`config.mk`:
```
export PLATFORM = sky130hd
export DESIGN_NAME = spic_bg_regs
export DESIGN_NICKNAME = d
export VERILOG_FILES = /design/src/spic_bg_pkg.sv /design/src/spic_bg_regs.sv
export SDC_FILE = /design/constraint.sdc
export NUM_CORES = 1
export LEC_CHECK = 0
export BUFFER_PORTS_ARGS = -buffer_cell sky130_fd_sc_hd__buf_4
export CAP_MARGIN = 5
export CORE_ASPECT_RATIO = 0.75
export CORE_MARGIN = 2
export CORE_UTILIZATION = 60
export DETAILED_ROUTE_END_ITERATION = 12
export GPL_TIMING_DRIVEN = 0
export HOLD_SLACK_MARGIN = 0.03
export PLACE_DENSITY = 0.8
export SLEW_MARGIN = 40
export SYNTH_ARGS = -nofsm -noshare
export SYNTH_HDL_FRONTEND = slang
export SYNTH_SLANG_ARGS = --single-unit
```
`constraint.sdc`:
```
create_clock -name sys_clk -period 3.7 [get_ports sys_clk]
set_input_delay 0.185 -clock sys_clk [delete_from_list [all_inputs] [get_ports sys_clk]]
set_output_delay 0.185 -clock sys_clk [all_outputs]
set_load 0.05 [all_outputs]
```
`src/spic_bg_pkg.sv`:
```
/*
 * constants for the sub-picture overlay and background register bank:
 * byte offsets, field positions, writable masks and reset values.
 * assumes a 32-bit axi4-lite register bus with 12-bit byte addresses.
 */
package spic_bg_pkg;

    // ****************************************************************
    // register byte offsets
    // ****************************************************************
    localparam logic [11:0] OFF_VERT_SCALE = 12'h3b4;
    localparam logic [11:0] OFF_BG_COLOR = 12'h3b8;
    localparam logic [11:0] OFF_RESIDUE = 12'h3bc;
    localparam logic [11:0] OFF_STRIDE_CTRL = 12'h3c0;
    localparam logic [11:0] OFF_OVERLAY_START = 12'h3c4;
    localparam logic [11:0] OFF_PALETTE_CTRL = 12'h3c8;
    localparam logic [11:0] OFF_BG_OFFSET = 12'h3cc;

    // ****************************************************************
    // writable bit masks and reset value
    // ****************************************************************
    localparam logic [31:0] MASK_VERT_SCALE = 32'h9001ffff;
    localparam logic [31:0] MASK_BG_COLOR = 32'h3fffffff;
    localparam logic [31:0] MASK_ADDR_LOC = 32'h1ffffff3;
    localparam logic [31:0] MASK_STRIDE_CTRL = 32'h001f3ff0;
    localparam logic [31:0] MASK_FLIP_COUNT = 32'hff000000;
    localparam logic [31:0] MASK_PALETTE_CTRL = 32'hfffffff7;
    localparam logic [31:0] MASK_BG_OFFSET = 32'h07ff07ff;
    localparam logic [31:0] REG_RESET = 32'h00000000;

    // ****************************************************************
    // field positions
    // ****************************************************************
    localparam int VS_ENABLE_BIT = 31;
    localparam int VS_DOWN_BIT = 28;
    localparam int VS_INT_HI = 16;
    localparam int VS_INT_LO = 12;
    localparam int VS_FRAC_BITS = 12;
    localparam int WEIGHT_FRAC_BITS = 6;
    localparam logic [6:0] WEIGHT_MAX = 7'h40;
    localparam int RES_OUT_FIELD_BIT = 31;
    localparam int RES_CUR_FIELD_BIT = 30;
    localparam int RES_BUF_ID_LO = 2;
    localparam int SC_ORDER_BIT = 20;
    localparam int SC_FORMAT_BIT = 19;
    localparam int SC_INV_ALPHA_BIT = 18;
    localparam int SC_SWAP_BIT = 17;
    localparam int SC_ENABLE_BIT = 16;
    localparam int PAL_V_LO = 24;
    localparam int PAL_U_LO = 16;
    localparam int PAL_Y_LO = 8;
    localparam int PAL_ADDR_LO = 4;
    localparam int PAL_V_WE_BIT = 2;
    localparam int PAL_U_WE_BIT = 1;
    localparam int PAL_Y_WE_BIT = 0;
    localparam int PAL_ENTRIES = 16;

    // ****************************************************************
    // bus responses
    // ****************************************************************
    localparam logic [1:0] RESP_OKAY = 2'h0;
    localparam logic [1:0] RESP_SLVERR = 2'h2;

endpackage

```
`src/spic_bg_regs.sv`:
```
/*
 * sub-picture overlay and background register bank with axi4-lite slave,
 * 16-entry palette, vertical phase/weight stepper and sub-picture pixel decode.
 * assumes engine-side inputs are synchronous to sys_clk.
 */
`timescale 1ns/1ps
module spic_bg_regs
    import spic_bg_pkg::*;
(
    // clock and reset
    input wire logic sys_clk,
    input wire logic rst_n,
    // axi4-lite write channels
    input wire logic [11:0] s_axi_awaddr,
    input wire logic s_axi_awvalid,
    output logic s_axi_awready,
    input wire logic [31:0] s_axi_wdata,
    input wire logic [3:0] s_axi_wstrb,
    input wire logic s_axi_wvalid,
    output logic s_axi_wready,
    output logic [1:0] s_axi_bresp,
    output logic s_axi_bvalid,
    input wire logic s_axi_bready,
    // axi4-lite read channels
    input wire logic [11:0] s_axi_araddr,
    input wire logic s_axi_arvalid,
    output logic s_axi_arready,
    output logic [31:0] s_axi_rdata,
    output logic [1:0] s_axi_rresp,
    output logic s_axi_rvalid,
    input wire logic s_axi_rready,
    // engine status
    input wire logic frame_start,
    input wire logic motion_comp_unit_src,
    input wire logic [7:0] motion_comp_unit_flips,
    input wire logic out_field,
    input wire logic cur_field,
    input wire logic [1:0] cur_buf_id,
    input wire logic src_is_yuv,
    // vertical stepper
    input wire logic line_step,
    output logic [5:0] src_line_inc_q,
    output logic [6:0] bilinear_weight_q,
    // sub-picture pixel decode
    input wire logic spic_pixel_valid,
    input wire logic [31:0] spic_pixel,
    output logic spic_out_valid_q,
    output logic [7:0] spic_alpha_q,
    output logic [7:0] spic_y_q,
    output logic [7:0] spic_u_q,
    output logic [7:0] spic_v_q,
    // configuration to the engine
    output logic [29:0] bg_color_q,
    output logic [10:0] bg_hoffset_q,
    output logic [10:0] bg_voffset_q,
    output logic [24:0] residue_addr_q,
    output logic [1:0] residue_loc_q,
    output logic [24:0] overlay_addr_q,
    output logic [1:0] overlay_loc_q,
    output logic [9:0] overlay_stride_q,
    output logic scale_first_q,
    output logic blend_active_q
);

    // ****************************************************************
    // helpers
    // ****************************************************************
    function automatic logic [31:0] merge(input logic [31:0] old, input logic [31:0] val,
                                          input logic [3:0] strb, input logic [31:0] mask);
        logic [31:0] res;
        res = old;
        for (int i = 0; i < 4; i++) begin
            if (strb[i]) begin
                res[i*8 +: 8] = val[i*8 +: 8];
            end
        end
        merge = (res & mask) | (old & ~mask);
    endfunction

    function automatic logic mapped(input logic [11:0] a);
        mapped = (a == OFF_VERT_SCALE) || (a == OFF_BG_COLOR) || (a == OFF_RESIDUE) ||
                 (a == OFF_STRIDE_CTRL) || (a == OFF_OVERLAY_START) ||
                 (a == OFF_PALETTE_CTRL) || (a == OFF_BG_OFFSET);
    endfunction

    // ****************************************************************
    // write address and data capture
    // ****************************************************************
    logic aw_have_q, w_have_q;
    logic [11:0] aw_addr_q;
    logic [31:0] w_data_q;
    logic [3:0] w_strb_q;
    logic wr_fire;
    logic [11:0] wa;

    assign wr_fire = aw_have_q && w_have_q && !s_axi_bvalid;
    assign wa = {aw_addr_q[11:2], 2'b00};

    always_ff @(posedge sys_clk or negedge rst_n) begin
        if (!rst_n) begin
            aw_have_q <= 1'b0;
            aw_addr_q <= 12'h000;
            s_axi_awready <= 1'b0;
        end else if (s_axi_awvalid && s_axi_awready) begin
            aw_have_q <= 1'b1;
            aw_addr_q <= s_axi_awaddr;
            s_axi_awready <= 1'b0;
        end else if (wr_fire) begin
            aw_have_q <= 1'b0;
        end else begin
            s_axi_awready <= !aw_have_q && !s_axi_bvalid;
        end
    end

    always_ff @(posedge sys_clk or negedge rst_n) begin
        if (!rst_n) begin
            w_have_q <= 1'b0;
            w_data_q <= 32'h00000000;
            w_strb_q <= 4'h0;
            s_axi_wready <= 1'b0;
        end else if (s_axi_wvalid && s_axi_wready) begin
            w_have_q <= 1'b1;
            w_data_q <= s_axi_wdata;
            w_strb_q <= s_axi_wstrb;
            s_axi_wready <= 1'b0;
        end else if (wr_fire) begin
            w_have_q <= 1'b0;
        end else begin
            s_axi_wready <= !w_have_q && !s_axi_bvalid;
        end
    end

    always_ff @(posedge sys_clk or negedge rst_n) begin
        if (!rst_n) begin
            s_axi_bvalid <= 1'b0;
            s_axi_bresp <= RESP_OKAY;
        end else if (wr_fire) begin
            s_axi_bvalid <= 1'b1;
            s_axi_bresp <= mapped(wa) ? RESP_OKAY : RESP_SLVERR;
        end else if (s_axi_bready) begin
            s_axi_bvalid <= 1'b0;
        end
    end

    // ****************************************************************
    // software registers
    // ****************************************************************
    logic [31:0] vscale_q, color_q, residue_q, stride_q, overlay_q, pal_ctrl_q, offset_q;
    logic [7:0] flip_count_q;

    always_ff @(posedge sys_clk or negedge rst_n) begin
        if (!rst_n) begin
            vscale_q <= REG_RESET;
            color_q <= REG_RESET;
            residue_q <= REG_RESET;
            stride_q <= REG_RESET;
            overlay_q <= REG_RESET;
            pal_ctrl_q <= REG_RESET;
            offset_q <= REG_RESET;
        end else if (wr_fire) begin
            case (wa)
                OFF_VERT_SCALE: vscale_q <= merge(vscale_q, w_data_q, w_strb_q, MASK_VERT_SCALE);
                OFF_BG_COLOR: color_q <= merge(color_q, w_data_q, w_strb_q, MASK_BG_COLOR);
                OFF_RESIDUE: residue_q <= merge(residue_q, w_data_q, w_strb_q, MASK_ADDR_LOC);
                OFF_STRIDE_CTRL: stride_q <= merge(stride_q, w_data_q, w_strb_q, MASK_STRIDE_CTRL);
                OFF_OVERLAY_START: overlay_q <= merge(overlay_q, w_data_q, w_strb_q, MASK_ADDR_LOC);
                OFF_PALETTE_CTRL: pal_ctrl_q <= merge(pal_ctrl_q, w_data_q, w_strb_q, MASK_PALETTE_CTRL);
                OFF_BG_OFFSET: offset_q <= merge(offset_q, w_data_q, w_strb_q, MASK_BG_OFFSET);
                default: ;
            endcase
        end
    end

    // frame start load wins over a software write in the same cycle
    always_ff @(posedge sys_clk or negedge rst_n) begin
        if (!rst_n) begin
            flip_count_q <= 8'h00;
        end else if (frame_start && motion_comp_unit_src) begin
            flip_count_q <= motion_comp_unit_flips;
        end else if (wr_fire && wa == OFF_STRIDE_CTRL && !motion_comp_unit_src) begin
            flip_count_q <= w_strb_q[3] ? w_data_q[31:24] : flip_count_q;
        end
    end

    // ****************************************************************
    // palette
    // ****************************************************************
    logic [7:0] pal_y [PAL_ENTRIES];
    logic [7:0] pal_u [PAL_ENTRIES];
    logic [7:0] pal_v [PAL_ENTRIES];
    logic [31:0] pal_wr;
    logic [3:0] pal_idx;

    assign pal_wr = merge(pal_ctrl_q, w_data_q, w_strb_q, MASK_PALETTE_CTRL);
    assign pal_idx = pal_wr[PAL_ADDR_LO +: 4];

    always_ff @(posedge sys_clk or negedge rst_n) begin
        if (!rst_n) begin
            for (int i = 0; i < PAL_ENTRIES; i++) begin
                pal_y[i] <= 8'h00;
                pal_u[i] <= 8'h00;
                pal_v[i] <= 8'h00;
            end
        end else if (wr_fire && wa == OFF_PALETTE_CTRL) begin
            if (pal_wr[PAL_Y_WE_BIT]) begin
                pal_y[pal_idx] <= pal_wr[PAL_Y_LO +: 8];
            end
            if (pal_wr[PAL_U_WE_BIT]) begin
                pal_u[pal_idx] <= pal_wr[PAL_U_LO +: 8];
            end
            if (pal_wr[PAL_V_WE_BIT]) begin
                pal_v[pal_idx] <= pal_wr[PAL_V_LO +: 8];
            end
        end
    end

    // ****************************************************************
    // read channel
    // ****************************************************************
    logic [11:0] ra;
    logic [31:0] status_word;

    assign ra = {s_axi_araddr[11:2], 2'b00};
    always_comb begin
        status_word = residue_q;
        status_word[RES_OUT_FIELD_BIT] = out_field;
        status_word[RES_CUR_FIELD_BIT] = cur_field;
        status_word[RES_BUF_ID_LO +: 2] = cur_buf_id;
    end

    always_ff @(posedge sys_clk or negedge rst_n) begin
        if (!rst_n) begin
            s_axi_arready <= 1'b0;
            s_axi_rvalid <= 1'b0;
            s_axi_rdata <= 32'h00000000;
            s_axi_rresp <= RESP_OKAY;
        end else if (s_axi_arvalid && s_axi_arready) begin
            s_axi_arready <= 1'b0;
            s_axi_rvalid <= 1'b1;
            s_axi_rresp <= mapped(ra) ? RESP_OKAY : RESP_SLVERR;
            case (ra)
                OFF_VERT_SCALE: s_axi_rdata <= vscale_q;
                OFF_BG_COLOR: s_axi_rdata <= color_q;
                OFF_RESIDUE: s_axi_rdata <= status_word;
                OFF_STRIDE_CTRL: s_axi_rdata <= {flip_count_q, stride_q[23:0]};
                OFF_OVERLAY_START: s_axi_rdata <= overlay_q;
                OFF_PALETTE_CTRL: s_axi_rdata <= pal_ctrl_q;
                OFF_BG_OFFSET: s_axi_rdata <= offset_q;
                default: s_axi_rdata <= 32'h00000000;
            endcase
        end else if (s_axi_rvalid && s_axi_rready) begin
            s_axi_rvalid <= 1'b0;
        end else if (!s_axi_rvalid) begin
            s_axi_arready <= 1'b1;
        end
    end

    // ****************************************************************
    // configuration outputs
    // ****************************************************************
    always_ff @(posedge sys_clk or negedge rst_n) begin
        if (!rst_n) begin
            blend_active_q <= 1'b0;
        end else begin
            blend_active_q <= stride_q[SC_ENABLE_BIT] && src_is_yuv;
        end
    end

    assign bg_color_q = color_q[29:0];
    assign bg_hoffset_q = offset_q[26:16];
    assign bg_voffset_q = offset_q[10:0];
    assign residue_addr_q = residue_q[28:4];
    assign residue_loc_q = residue_q[1:0];
    assign overlay_addr_q = overlay_q[28:4];
    assign overlay_loc_q = overlay_q[1:0];
    assign overlay_stride_q = stride_q[13:4];
    assign scale_first_q = stride_q[SC_ORDER_BIT];

    // ****************************************************************
    // vertical phase stepper
    // ****************************************************************
    logic [11:0] phase_q;
    logic [12:0] phase_sum;
    logic [6:0] weight_rnd;

    // factor holds src/(dst+0.5) when scaling down, src/dst when up
    assign phase_sum = {1'b0, phase_q} + {1'b0, vscale_q[VS_FRAC_BITS-1:0]};
    assign weight_rnd = {1'b0, phase_sum[11:6]} + {6'h00, phase_sum[5]};

    always_ff @(posedge sys_clk or negedge rst_n) begin
        if (!rst_n) begin
            phase_q <= 12'h000;
            src_line_inc_q <= 6'h00;
            bilinear_weight_q <= 7'h00;
        end else if (frame_start) begin
            phase_q <= 12'h000;
            bilinear_weight_q <= 7'h00;
        end else if (line_step && vscale_q[VS_ENABLE_BIT]) begin
            phase_q <= phase_sum[11:0];
            src_line_inc_q <= {1'b0, vscale_q[VS_INT_HI:VS_INT_LO]} + {5'h00, phase_sum[12]};
            bilinear_weight_q <= weight_rnd;
        end
    end

    // ****************************************************************
    // sub-picture pixel decode
    // ****************************************************************
    logic [3:0] a4, i4;

    always_comb begin
        a4 = stride_q[SC_SWAP_BIT] ? spic_pixel[3:0] : spic_pixel[7:4];
        i4 = stride_q[SC_SWAP_BIT] ? spic_pixel[7:4] : spic_pixel[3:0];
        if (stride_q[SC_INV_ALPHA_BIT]) begin
            a4 = ~a4;
        end
    end

    always_ff @(posedge sys_clk or negedge rst_n) begin
        if (!rst_n) begin
            spic_out_valid_q <= 1'b0;
            spic_alpha_q <= 8'h00;
            spic_y_q <= 8'h00;
            spic_u_q <= 8'h00;
            spic_v_q <= 8'h00;
        end else begin
            spic_out_valid_q <= spic_pixel_valid;
            if (spic_pixel_valid && stride_q[SC_FORMAT_BIT]) begin
                spic_alpha_q <= spic_pixel[31:24];
                spic_y_q <= spic_pixel[23:16];
                spic_u_q <= spic_pixel[15:8];
                spic_v_q <= spic_pixel[7:0];
            end else if (spic_pixel_valid) begin
                spic_alpha_q <= {a4, a4};
                spic_y_q <= pal_y[i4];
                spic_u_q <= pal_u[i4];
                spic_v_q <= pal_v[i4];
            end
        end
    end
endmodule // spic_bg_regs

```
==> impl_metrics.prom, run 1 <==
# TYPE chip_impl_metric gauge
chip_impl_metric{name="leakagePower",unit="nW"} 18.96
chip_impl_metric{name="fraction_of_the_mapped_netlist_area_in_compound_gates",unit=""} 0.06967
chip_impl_metric{name="initial_antenna_violation_count",unit=""} 5
chip_impl_metric{name="setup-violations-final",unit=""} 0
chip_impl_metric{name="drv.max_cap_violation_count",unit=""} 0
chip_impl_info{name="synthTopCellsByCount",value="dfrtp_1 (709), mux2_2 (613), nand2_1 (171)"} 1
chip_impl_metric{name="drc",unit=""} 0
chip_impl_metric{name="synth_cell_types",unit=""} 67
chip_impl_metric{name="cp.arrival",unit="ns"} 3.95
chip_impl_metric{name="synth_top_area_frac",unit=""} 0.5437
chip_impl_info{name="critical_path.startpoint",value="vscale_q[4]"} 1
chip_impl_metric{name="worst_case_setup_margin_in_the_final_layout",unit="ns"} 0.2094
chip_impl_metric{name="yosys_warnings",unit=""} 0
chip_impl_metric{name="worst_margin_slew",unit="ns"} 0.9333
chip_impl_metric{name="clock_edge_transition_at_the_registers_on_the_reported_setup_and_hold_paths",unit="ns"} 0.06
chip_impl_metric{name="r2r_setup_slack",unit="ns"} 0.21
chip_impl_metric{name="drtIter0Drc",unit=""} 2648
chip_impl_metric{name="irDropWorstVdd",unit="uV"} 506.7
chip_impl_metric{name="final_nets",unit=""} 3013
chip_impl_metric{name="cts.sinks",unit=""} 709
chip_impl_info{name="worst-setup-path-type",value="register to register"} 1
chip_impl_metric{name="postRouteWirelength",unit="um"} 97670
chip_impl_metric{name="syn_area_per_cell",unit="sq um"} 13.72
chip_impl_info{name="outcome",value="complete, no violations"} 1
chip_impl_metric{name="post-route-period-util",unit=""} 0.9434
chip_impl_metric{name="dieArea",unit="sq um"} 56290
chip_impl_info{name="min_path_type",value="input pin to async pin"} 1
chip_impl_metric{name="area.growth.synth_to_final",unit="%"} 21.38
chip_impl_metric{name="layout.cells.non_filler",unit=""} 3640
chip_impl_metric{name="synth_xor_area_frac",unit=""} 0.004563
chip_impl_metric{name="port_buffers",unit=""} 313
chip_impl_metric{name="floorplan.die.height",unit="um"} 206.0
chip_impl_metric{name="vias_per_cell",unit=""} 6.473
chip_impl_info{name="tritoncts",value="yes"} 1
chip_impl_metric{name="drt_pass1_iterations",unit=""} 7
chip_impl_metric{name="grtUsageTotal",unit=""} 0.3502
chip_impl_metric{name="detailedPlacementHpwl",unit="um"} 70490
chip_impl_metric{name="yosysSeqAreaShare",unit=""} 0.5437
chip_impl_metric{name="skew",unit="ns"} 0.02845
chip_impl_metric{name="final_antenna_net_count",unit=""} 0
chip_impl_info{name="synth_top_family_by_area",value="multiplexers"} 1
chip_impl_info{name="crit_path_end_kind",value="register"} 1
chip_impl_metric{name="post_synth_edffs",unit=""} 0
chip_impl_metric{name="power_density",unit="nW/um^2"} 493.7
chip_impl_metric{name="cts_made_buffers",unit=""} 69
chip_impl_info{name="synth_most_common_cell",value="dfrtp_1"} 1
chip_impl_metric{name="core.rowCount",unit=""} 73
chip_impl_metric{name="slew_headroom",unit=""} 0.3744
chip_impl_metric{name="ctsHtreeMaxLevel",unit=""} 3
chip_impl_info{name="setup.worst_path.start_class",value="register"} 1
chip_impl_metric{name="hold_violations",unit=""} 0
chip_impl_metric{name="largest_net_degree_at_the_start_of_global_routing",unit=""} 124
chip_impl_metric{name="die_width",unit="um"} 273.3
chip_impl_metric{name="syn-cell-area",unit="sq um"} 32630
chip_impl_metric{name="post_synth_mux_area_share",unit=""} 0.2857
chip_impl_metric{name="dpl.cell_count",unit=""} 3412
chip_impl_metric{name="worst-r2r-cell-count",unit=""} 13
chip_impl_metric{name="design.portCount",unit=""} 321
chip_impl_info{name="reg2reg_from",value="vscale_q[4]"} 1
chip_impl_info{name="grt_setup_unrepaired",value="false"} 1
chip_impl_metric{name="routedWlPerCell",unit="um"} 26.83
chip_impl_info{name="timing.rr.end",value="src_line_inc_q[4]"} 1
chip_impl_info{name="synth_ff_type",value="dfrtp_1"} 1
chip_impl_metric{name="dr_total_vias",unit=""} 23560
chip_impl_metric{name="synth_fa_ha_area_frac",unit=""} 0.006748
chip_impl_info{name="ys_top_cells_by_area",value="dfrtp_1 (54%), mux2_2 (21%), mux4_2 (6.6%), nand2_1 (2.0%), a21oi_1 (1.3%)"} 1
chip_impl_info{name="clock_tree.root_cell",value="clkbuf_16"} 1
chip_impl_metric{name="post_route_cells_drive_above_1_share",unit=""} 0.4298
chip_impl_metric{name="detailedPlace.worstSlack",unit="ns"} 0.2896
chip_impl_metric{name="synth-seq-cells",unit=""} 709
chip_impl_metric{name="grt_pass1_wl",unit="um"} 146400
chip_impl_metric{name="critical_path_required",unit="ns"} 4.16
chip_impl_metric{name="first_global_vias",unit=""} 24200
chip_impl_metric{name="overflow",unit=""} 0
chip_impl_metric{name="synthesis.instances",unit=""} 2379
chip_impl_metric{name="min_clock_period_post_route",unit="ns"} 3.491
chip_impl_metric{name="report.final.slew_viol_count",unit=""} 0
chip_impl_metric{name="worst_skew_pair.late_latency",unit="ns"} 0.61
chip_impl_metric{name="max_freq",unit="GHz"} 0.2865
chip_impl_metric{name="fp.coreArea",unit="sq um"} 53340
chip_impl_info{name="critical_path_end",value="src_line_inc_q[4]"} 1
chip_impl_metric{name="simple_gate_fraction_of_synth_area",unit=""} 0.06580
chip_impl_metric{name="clk_path_buf_depth",unit=""} 3
chip_impl_metric{name="initial_utilization",unit=""} 0.6118
chip_impl_info{name="yosys.area.top_type",value="dfrtp_1"} 1
chip_impl_metric{name="gp_routability_congestion",unit=""} 0.9617
chip_impl_metric{name="asr_flop_ratio_synth",unit=""} 1.000
chip_impl_metric{name="critical_path_peak_fanout",unit=""} 5
-- layer usage --
| metal | track usage | wire, um | vias to the layer above |
|---|---|---|---|
| li1 | - | - | 9834 |
| met5 | 0 | 47 | - |
| met4 | 0.1284 | 3649 | 6 |
| met1 | 0.4942 | 40110 | 12210 |
| met3 | 0.08365 | 9236 | 285 |
| met2 | 0.5348 | 44630 | 1233 |
-- worst max-delay path: stages (launching register included) --
cell      delay, ns
dfrtp_1        0.46
ha_1           0.40
a21o_1         0.22
a21oi_1        0.34
a21oi_1        0.23
o41ai_1        0.55
nor2_1         0.09
o21ai_0        0.19
nand2b_1       0.08
ha_1           0.20
ha_1           0.22
nand3_1        0.10
xor2_1         0.14
o21ai_0        0.10
-- cells by family after synthesis --
logic type,count (synthesis)
mux,734
fa+ha+maj,17
simple gates,396
compound gates,330
flops,709
other cells,1
buf+inv,175
xor+xnor,17
-- metrics by stage --
stage | TNS, ns | power [W] | area [sq um] | utilization | hold slack (ns)
final | 0 | 0.01955 | 39610 | 0.7426 | 0.1079
after global routing | 0 | 0.02015 | 39610 | 0.7426 | 0.1269
after CTS | 0 | 0.01952 | 39590 | 0.7422 | 0.07308
after floorplan | 0 | 0.01053 | 32640 | - | -0.1106
after global placement | -3489.71 | 0.01178 | 35880 | 0.6726 | 0.3299
after detailed placement | 0 | 0.01195 | 36100 | 0.6768 | 0.09459
-- power breakdown --
| group | total, W | internal, W | leakage [nW] | switching (W) |
|---|---|---|---|---|
| Clock | 0.00755 | 0.00451 | 1.19 | 0.00304 |
| Sequential | 0.00866 | 0.00812 | 9.70 | 0.000544 |
| Combinational | 0.00334 | 0.00104 | 8.07 | 0.00231 |
-- state kept, by name (all words and copies together), names as in the netlist, 10 cells and up --
| register | count |
|---|---|
| aw_addr_q | 10 |
| color_q | 30 |
| offset_q | 22 |
| overlay_q | 27 |
| pal_ctrl_q | 31 |
| pal_u | 128 |
| pal_v | 128 |
| pal_y | 128 |
| phase_q | 12 |
| residue_q | 27 |
| s_axi_rdata | 32 |
| stride_q | 15 |
| vscale_q | 19 |
| w_data_q | 32 |
-- how the worst min path moves through the flow --
stage,start,slack (ns),end
after global placement,spic_pixel_valid,0.33,spic_out_valid_q
after detailed placement,rst_n,0.09,s_axi_rdata[21]
after global routing,line_step,0.13,phase_q[0]
after CTS,s_axi_araddr[10],0.07,s_axi_rresp[1]
after floorplan,rst_n,-0.11,aw_addr_q[10]
final,rst_n,0.11,s_axi_rdata[22]
-- cells in the final DEF (no fill, tap or decap), drive strengths merged, types with 29 or more instances in the layout --
cell type    netlist  routed
clkbuf           105     203
and2              35      35
buf               53     373
dlygate4sd3        0     109
a21oi             84      84
nor2              78      78
mux4              96      96
nand2            174     174
mux2             617     617
o21ai             65      65
a22o              29      29
dfrtp            709     709
nor3              59      59
-- timing repair --
item,in CTS,in global routing
hold endpoints to repair,375,0
buffers inserted,0,0
hold buffers,109,0
resized for setup,0,1
setup endpoints to repair,0,4
-- layout make-up --
cell class	instances	area (sq um)
plain buffers	158	713.2
multi-input cells	1496	14170
diodes	1	2.502
repair buffers	429	3633
fillers	3395	13730
clock inverters	20	325.3
well taps	712	890.9
flip-flops and latches	709	17740
clock buffers	98	2071
inverters	17	63.81
Note: power is estimated with default switching activity, not from simulation.
==> inputs of run 2 (changes only) <==
- RECOVER_POWER: default -> 25
==> run 2 against run 1 <==
Compared with the run above: clock skew hardly changed; clock-buffer cell count stayed put; the run now ends with capacitance limit, slew limit left; utilization decreased by 0.91 points; highest routed layer unchanged; worst hold slack got worse by 0.00097 ns; flip-flop and latch count is the same; via count fell by 0.20%.
==> impl_metrics.prom, run 2 (same netlist as run 1, synthesis figures left out) <==
# TYPE chip_impl_metric gauge
chip_impl_metric{name="dpl.cell_count",unit=""} 3412
chip_impl_metric{name="power.share.switching",unit=""} 0.3013
chip_impl_metric{name="floorplan.die.height",unit="um"} 206.0
chip_impl_metric{name="clkPwrFrac",unit=""} 0.387
chip_impl_info{name="crit_path_end_kind",value="register"} 1
chip_impl_info{name="timing.critical_path.mode_cell",value="ha_1"} 1
chip_impl_metric{name="dieArea",unit="sq um"} 56290
chip_impl_info{name="worst-setup-path-type",value="register to register"} 1
chip_impl_metric{name="cts.sinks",unit=""} 709
chip_impl_metric{name="critical_path_peak_fanout",unit=""} 5
chip_impl_info{name="layout_commonest_cell",value="dfrtp_1"} 1
chip_impl_metric{name="cts_made_buffers",unit=""} 69
chip_impl_metric{name="drt_pass1_iterations",unit=""} 8
chip_impl_info{name="reg2reg_from",value="vscale_q[4]"} 1
chip_impl_metric{name="finalSetupTns",unit="ns"} 0
chip_impl_metric{name="post_route_cells_drive_above_1_share",unit=""} 0.3874
chip_impl_metric{name="fp.coreArea",unit="sq um"} 53340
chip_impl_info{name="crit_path_top_delay_cell",value="o41ai_1"} 1
chip_impl_metric{name="final_nets",unit=""} 3013
chip_impl_metric{name="largest_net_degree_at_the_start_of_global_routing",unit=""} 124
chip_impl_metric{name="power.sequential.fraction",unit=""} 0.444
chip_impl_metric{name="ctsHtreeMaxLevel",unit=""} 3
chip_impl_metric{name="worst_skew_pair.late_latency",unit="ns"} 0.61
chip_impl_metric{name="internal_power",unit="W"} 0.01363
chip_impl_metric{name="first_global_vias",unit=""} 24200
chip_impl_info{name="violated_checks",value="capacitance limit, slew limit"} 1
chip_impl_metric{name="gp_routability_congestion",unit=""} 0.9617
chip_impl_metric{name="power.share.combinational",unit=""} 0.169
chip_impl_metric{name="power_density",unit="nW/um^2"} 498.5
chip_impl_metric{name="critical_path_required",unit="ns"} 4.17
chip_impl_metric{name="routedWlPerCell",unit="um"} 26.79
chip_impl_metric{name="final_antenna_net_count",unit=""} 0
chip_impl_metric{name="worst_case_setup_margin_in_the_final_layout",unit="ns"} 0.2069
chip_impl_metric{name="skew",unit="ns"} 0.02811
chip_impl_metric{name="clk_path_buf_depth",unit=""} 3
chip_impl_metric{name="layout.cells.non_filler",unit=""} 3640
chip_impl_info{name="path_cells",value="ha_1, a21o_1, a21oi_1, a21oi_1, o41ai_1, nor2_1, o21ai_0, nand2b_1, ha_1, ha_1, nand3_1, xor2_1, o21ai_0"} 1
chip_impl_metric{name="area.growth.synth_to_final",unit="%"} 19.89
chip_impl_info{name="path_delay_family",value="compound AO/OA/AOI/OAI gates"} 1
chip_impl_metric{name="finalInstanceArea",unit="sq um"} 39120
chip_impl_metric{name="die_width",unit="um"} 273.3
chip_impl_metric{name="buffers_inverters_on_critical_path",unit=""} 0
chip_impl_metric{name="core.rowCount",unit=""} 73
chip_impl_metric{name="leakagePower",unit="nW"} 18.44
chip_impl_metric{name="r2r_setup_slack",unit="ns"} 0.21
chip_impl_info{name="clock_tree.root_cell",value="clkbuf_16"} 1
chip_impl_metric{name="dpl_cell_area",unit="sq um"} 36100
chip_impl_metric{name="design.portCount",unit=""} 321
chip_impl_info{name="outcome",value="finished, violations left"} 1
chip_impl_metric{name="cp.arrival",unit="ns"} 3.96
chip_impl_info{name="reg_top3",value="pal_u: 128 flops, pal_v: 128 flops, pal_y: 128 flops"} 1
chip_impl_metric{name="dr_total_vias",unit=""} 23520
chip_impl_metric{name="worst-r2r-cell-count",unit=""} 13
chip_impl_metric{name="overflow",unit=""} 0
chip_impl_metric{name="detailedPlace.worstSlack",unit="ns"} 0.2896
chip_impl_metric{name="drv.max_cap_violation_count",unit=""} 1
chip_impl_metric{name="clock_edge_transition_at_the_registers_on_the_reported_setup_and_hold_paths",unit="ns"} 0.06
chip_impl_info{name="setup.worst_path.start_class",value="register"} 1
chip_impl_metric{name="cts_setup_buffers",unit=""} 0
chip_impl_metric{name="irDropWorstVdd",unit="uV"} 505.9
chip_impl_metric{name="initial_antenna_violation_count",unit=""} 5
chip_impl_metric{name="drtIter0Drc",unit=""} 2566
chip_impl_metric{name="max_freq",unit="GHz"} 0.2863
chip_impl_metric{name="drc",unit=""} 0
chip_impl_metric{name="slew_headroom",unit=""} -0.08608
chip_impl_metric{name="total_switching_power",unit="W"} 0.005877
chip_impl_metric{name="initial_utilization",unit=""} 0.6118
chip_impl_metric{name="post-route-period-util",unit=""} 0.9441
chip_impl_metric{name="postRouteWirelength",unit="um"} 97510
chip_impl_metric{name="setup-violations-final",unit=""} 0
chip_impl_metric{name="worst_margin_slew",unit="ns"} 1.629
chip_impl_metric{name="detailedPlacementHpwl",unit="um"} 70490
chip_impl_info{name="min_path_type",value="input pin to async pin"} 1
chip_impl_metric{name="critical_path.max_stage_delay",unit="ns"} 0.55
chip_impl_info{name="timing.rr.end",value="src_line_inc_q[4]"} 1
chip_impl_metric{name="final.hold.worst_slack",unit="ns"} 0.1070
chip_impl_metric{name="report.final.slew_viol_count",unit=""} 120
chip_impl_metric{name="vias_per_cell",unit=""} 6.460
chip_impl_info{name="grt_setup_unrepaired",value="false"} 1
chip_impl_metric{name="hold_violations",unit=""} 0
chip_impl_metric{name="min_clock_period_post_route",unit="ns"} 3.493
chip_impl_metric{name="grt_pass1_wl",unit="um"} 146400
chip_impl_info{name="tritoncts",value="yes"} 1
chip_impl_metric{name="port_buffers",unit=""} 313
chip_impl_metric{name="grtUsageTotal",unit=""} 0.3502
chip_impl_info{name="leading_cell_types_in_the_layout_fill_and_taps_excluded",value="dfrtp_1 (709), mux2_2 (613), clkbuf_1 (236), buf_4 (203), nand2_1 (171)"} 1
[run 2: cell types whose count changed in the layout (fill, tap and decap cells not counted)]
cell      delta
clkbuf_1   +124
buf_4      -124
buf_16       -1
and2_0       +1
clkbuf_4     +1
and2_1       -1
[run 2: layout make-up]
type                            count  area [sq um]
Multi-Input combinational cell   1496         14170
Clock inverter                     20         325.3
Fill cell                        3535         14220
Antenna cell                        1         2.502
Sequential cell                   709         17740
Buffer                            158         713.2
Clock buffer                       98          2071
Inverter                           17         63.81
Timing Repair Buffer              429          3148
Tap cell                          712         890.9
[run 2: metrics by stage]
stage / utilization / power, W
after floorplan: - / 0.01053
after global placement: 0.6726 / 0.01178
after detailed placement: 0.6768 / 0.01195
after CTS: 0.7422 / 0.01952
after global routing: 0.7335 / 0.02011
final: 0.7335 / 0.01950
[run 2: power by group through the flow]
stage	logic, W	registers (W)	clock network, W
CTS	0.00330	0.00863	0.00758
finish	0.00330	0.00866	0.00755
global route	0.00352	0.00870	0.00789
global placement	0.00303	0.00874	0
floorplan	0.00172	0.00881	0
detailed placement	0.00318	0.00877	0
[run 2: metal layers]
layer,track usage,share of wire,up-vias
li1,-,-,9820
met1,0.4942,0.42,12280
met2,0.5348,0.46,1145
met3,0.08365,0.088,268
met4,0.1284,0.037,6
met5,0,0.00048,-
[run 2: how the worst max path moves through the flow]
stage                             from  cells after the start  slack [ns]                end
after floorplan            vscale_q[0]                     15        0.93  src_line_inc_q[4]
after global placement           rst_n                      1       -5.05         pal_y[116]
after detailed placement  stride_q[17]                      9        0.29        spic_y_q[3]
after CTS                 stride_q[17]                      9        0.20        spic_y_q[3]
after global routing       vscale_q[4]                     13        0.04  src_line_inc_q[4]
final                      vscale_q[4]                     13        0.21  src_line_inc_q[4]
[run 2: timing repair]
item | 4_1_cts | 5_1_grt
endpoints found under the setup margin | 0 | 4
hold endpoints to repair | 375 | 0
gates resized for setup | 0 | 1
hold buffers | 109 | 0
[run 2: worst register-to-register path, stage by stage (launching register included)]
cell      delay, ns
dfrtp_1        0.46
ha_1           0.41
a21o_1         0.22
a21oi_1        0.34
a21oi_1        0.23
o41ai_1        0.55
nor2_1         0.09
o21ai_0        0.19
nand2b_1       0.08
ha_1           0.21
ha_1           0.22
nand3_1        0.10
xor2_1         0.14
o21ai_0        0.10
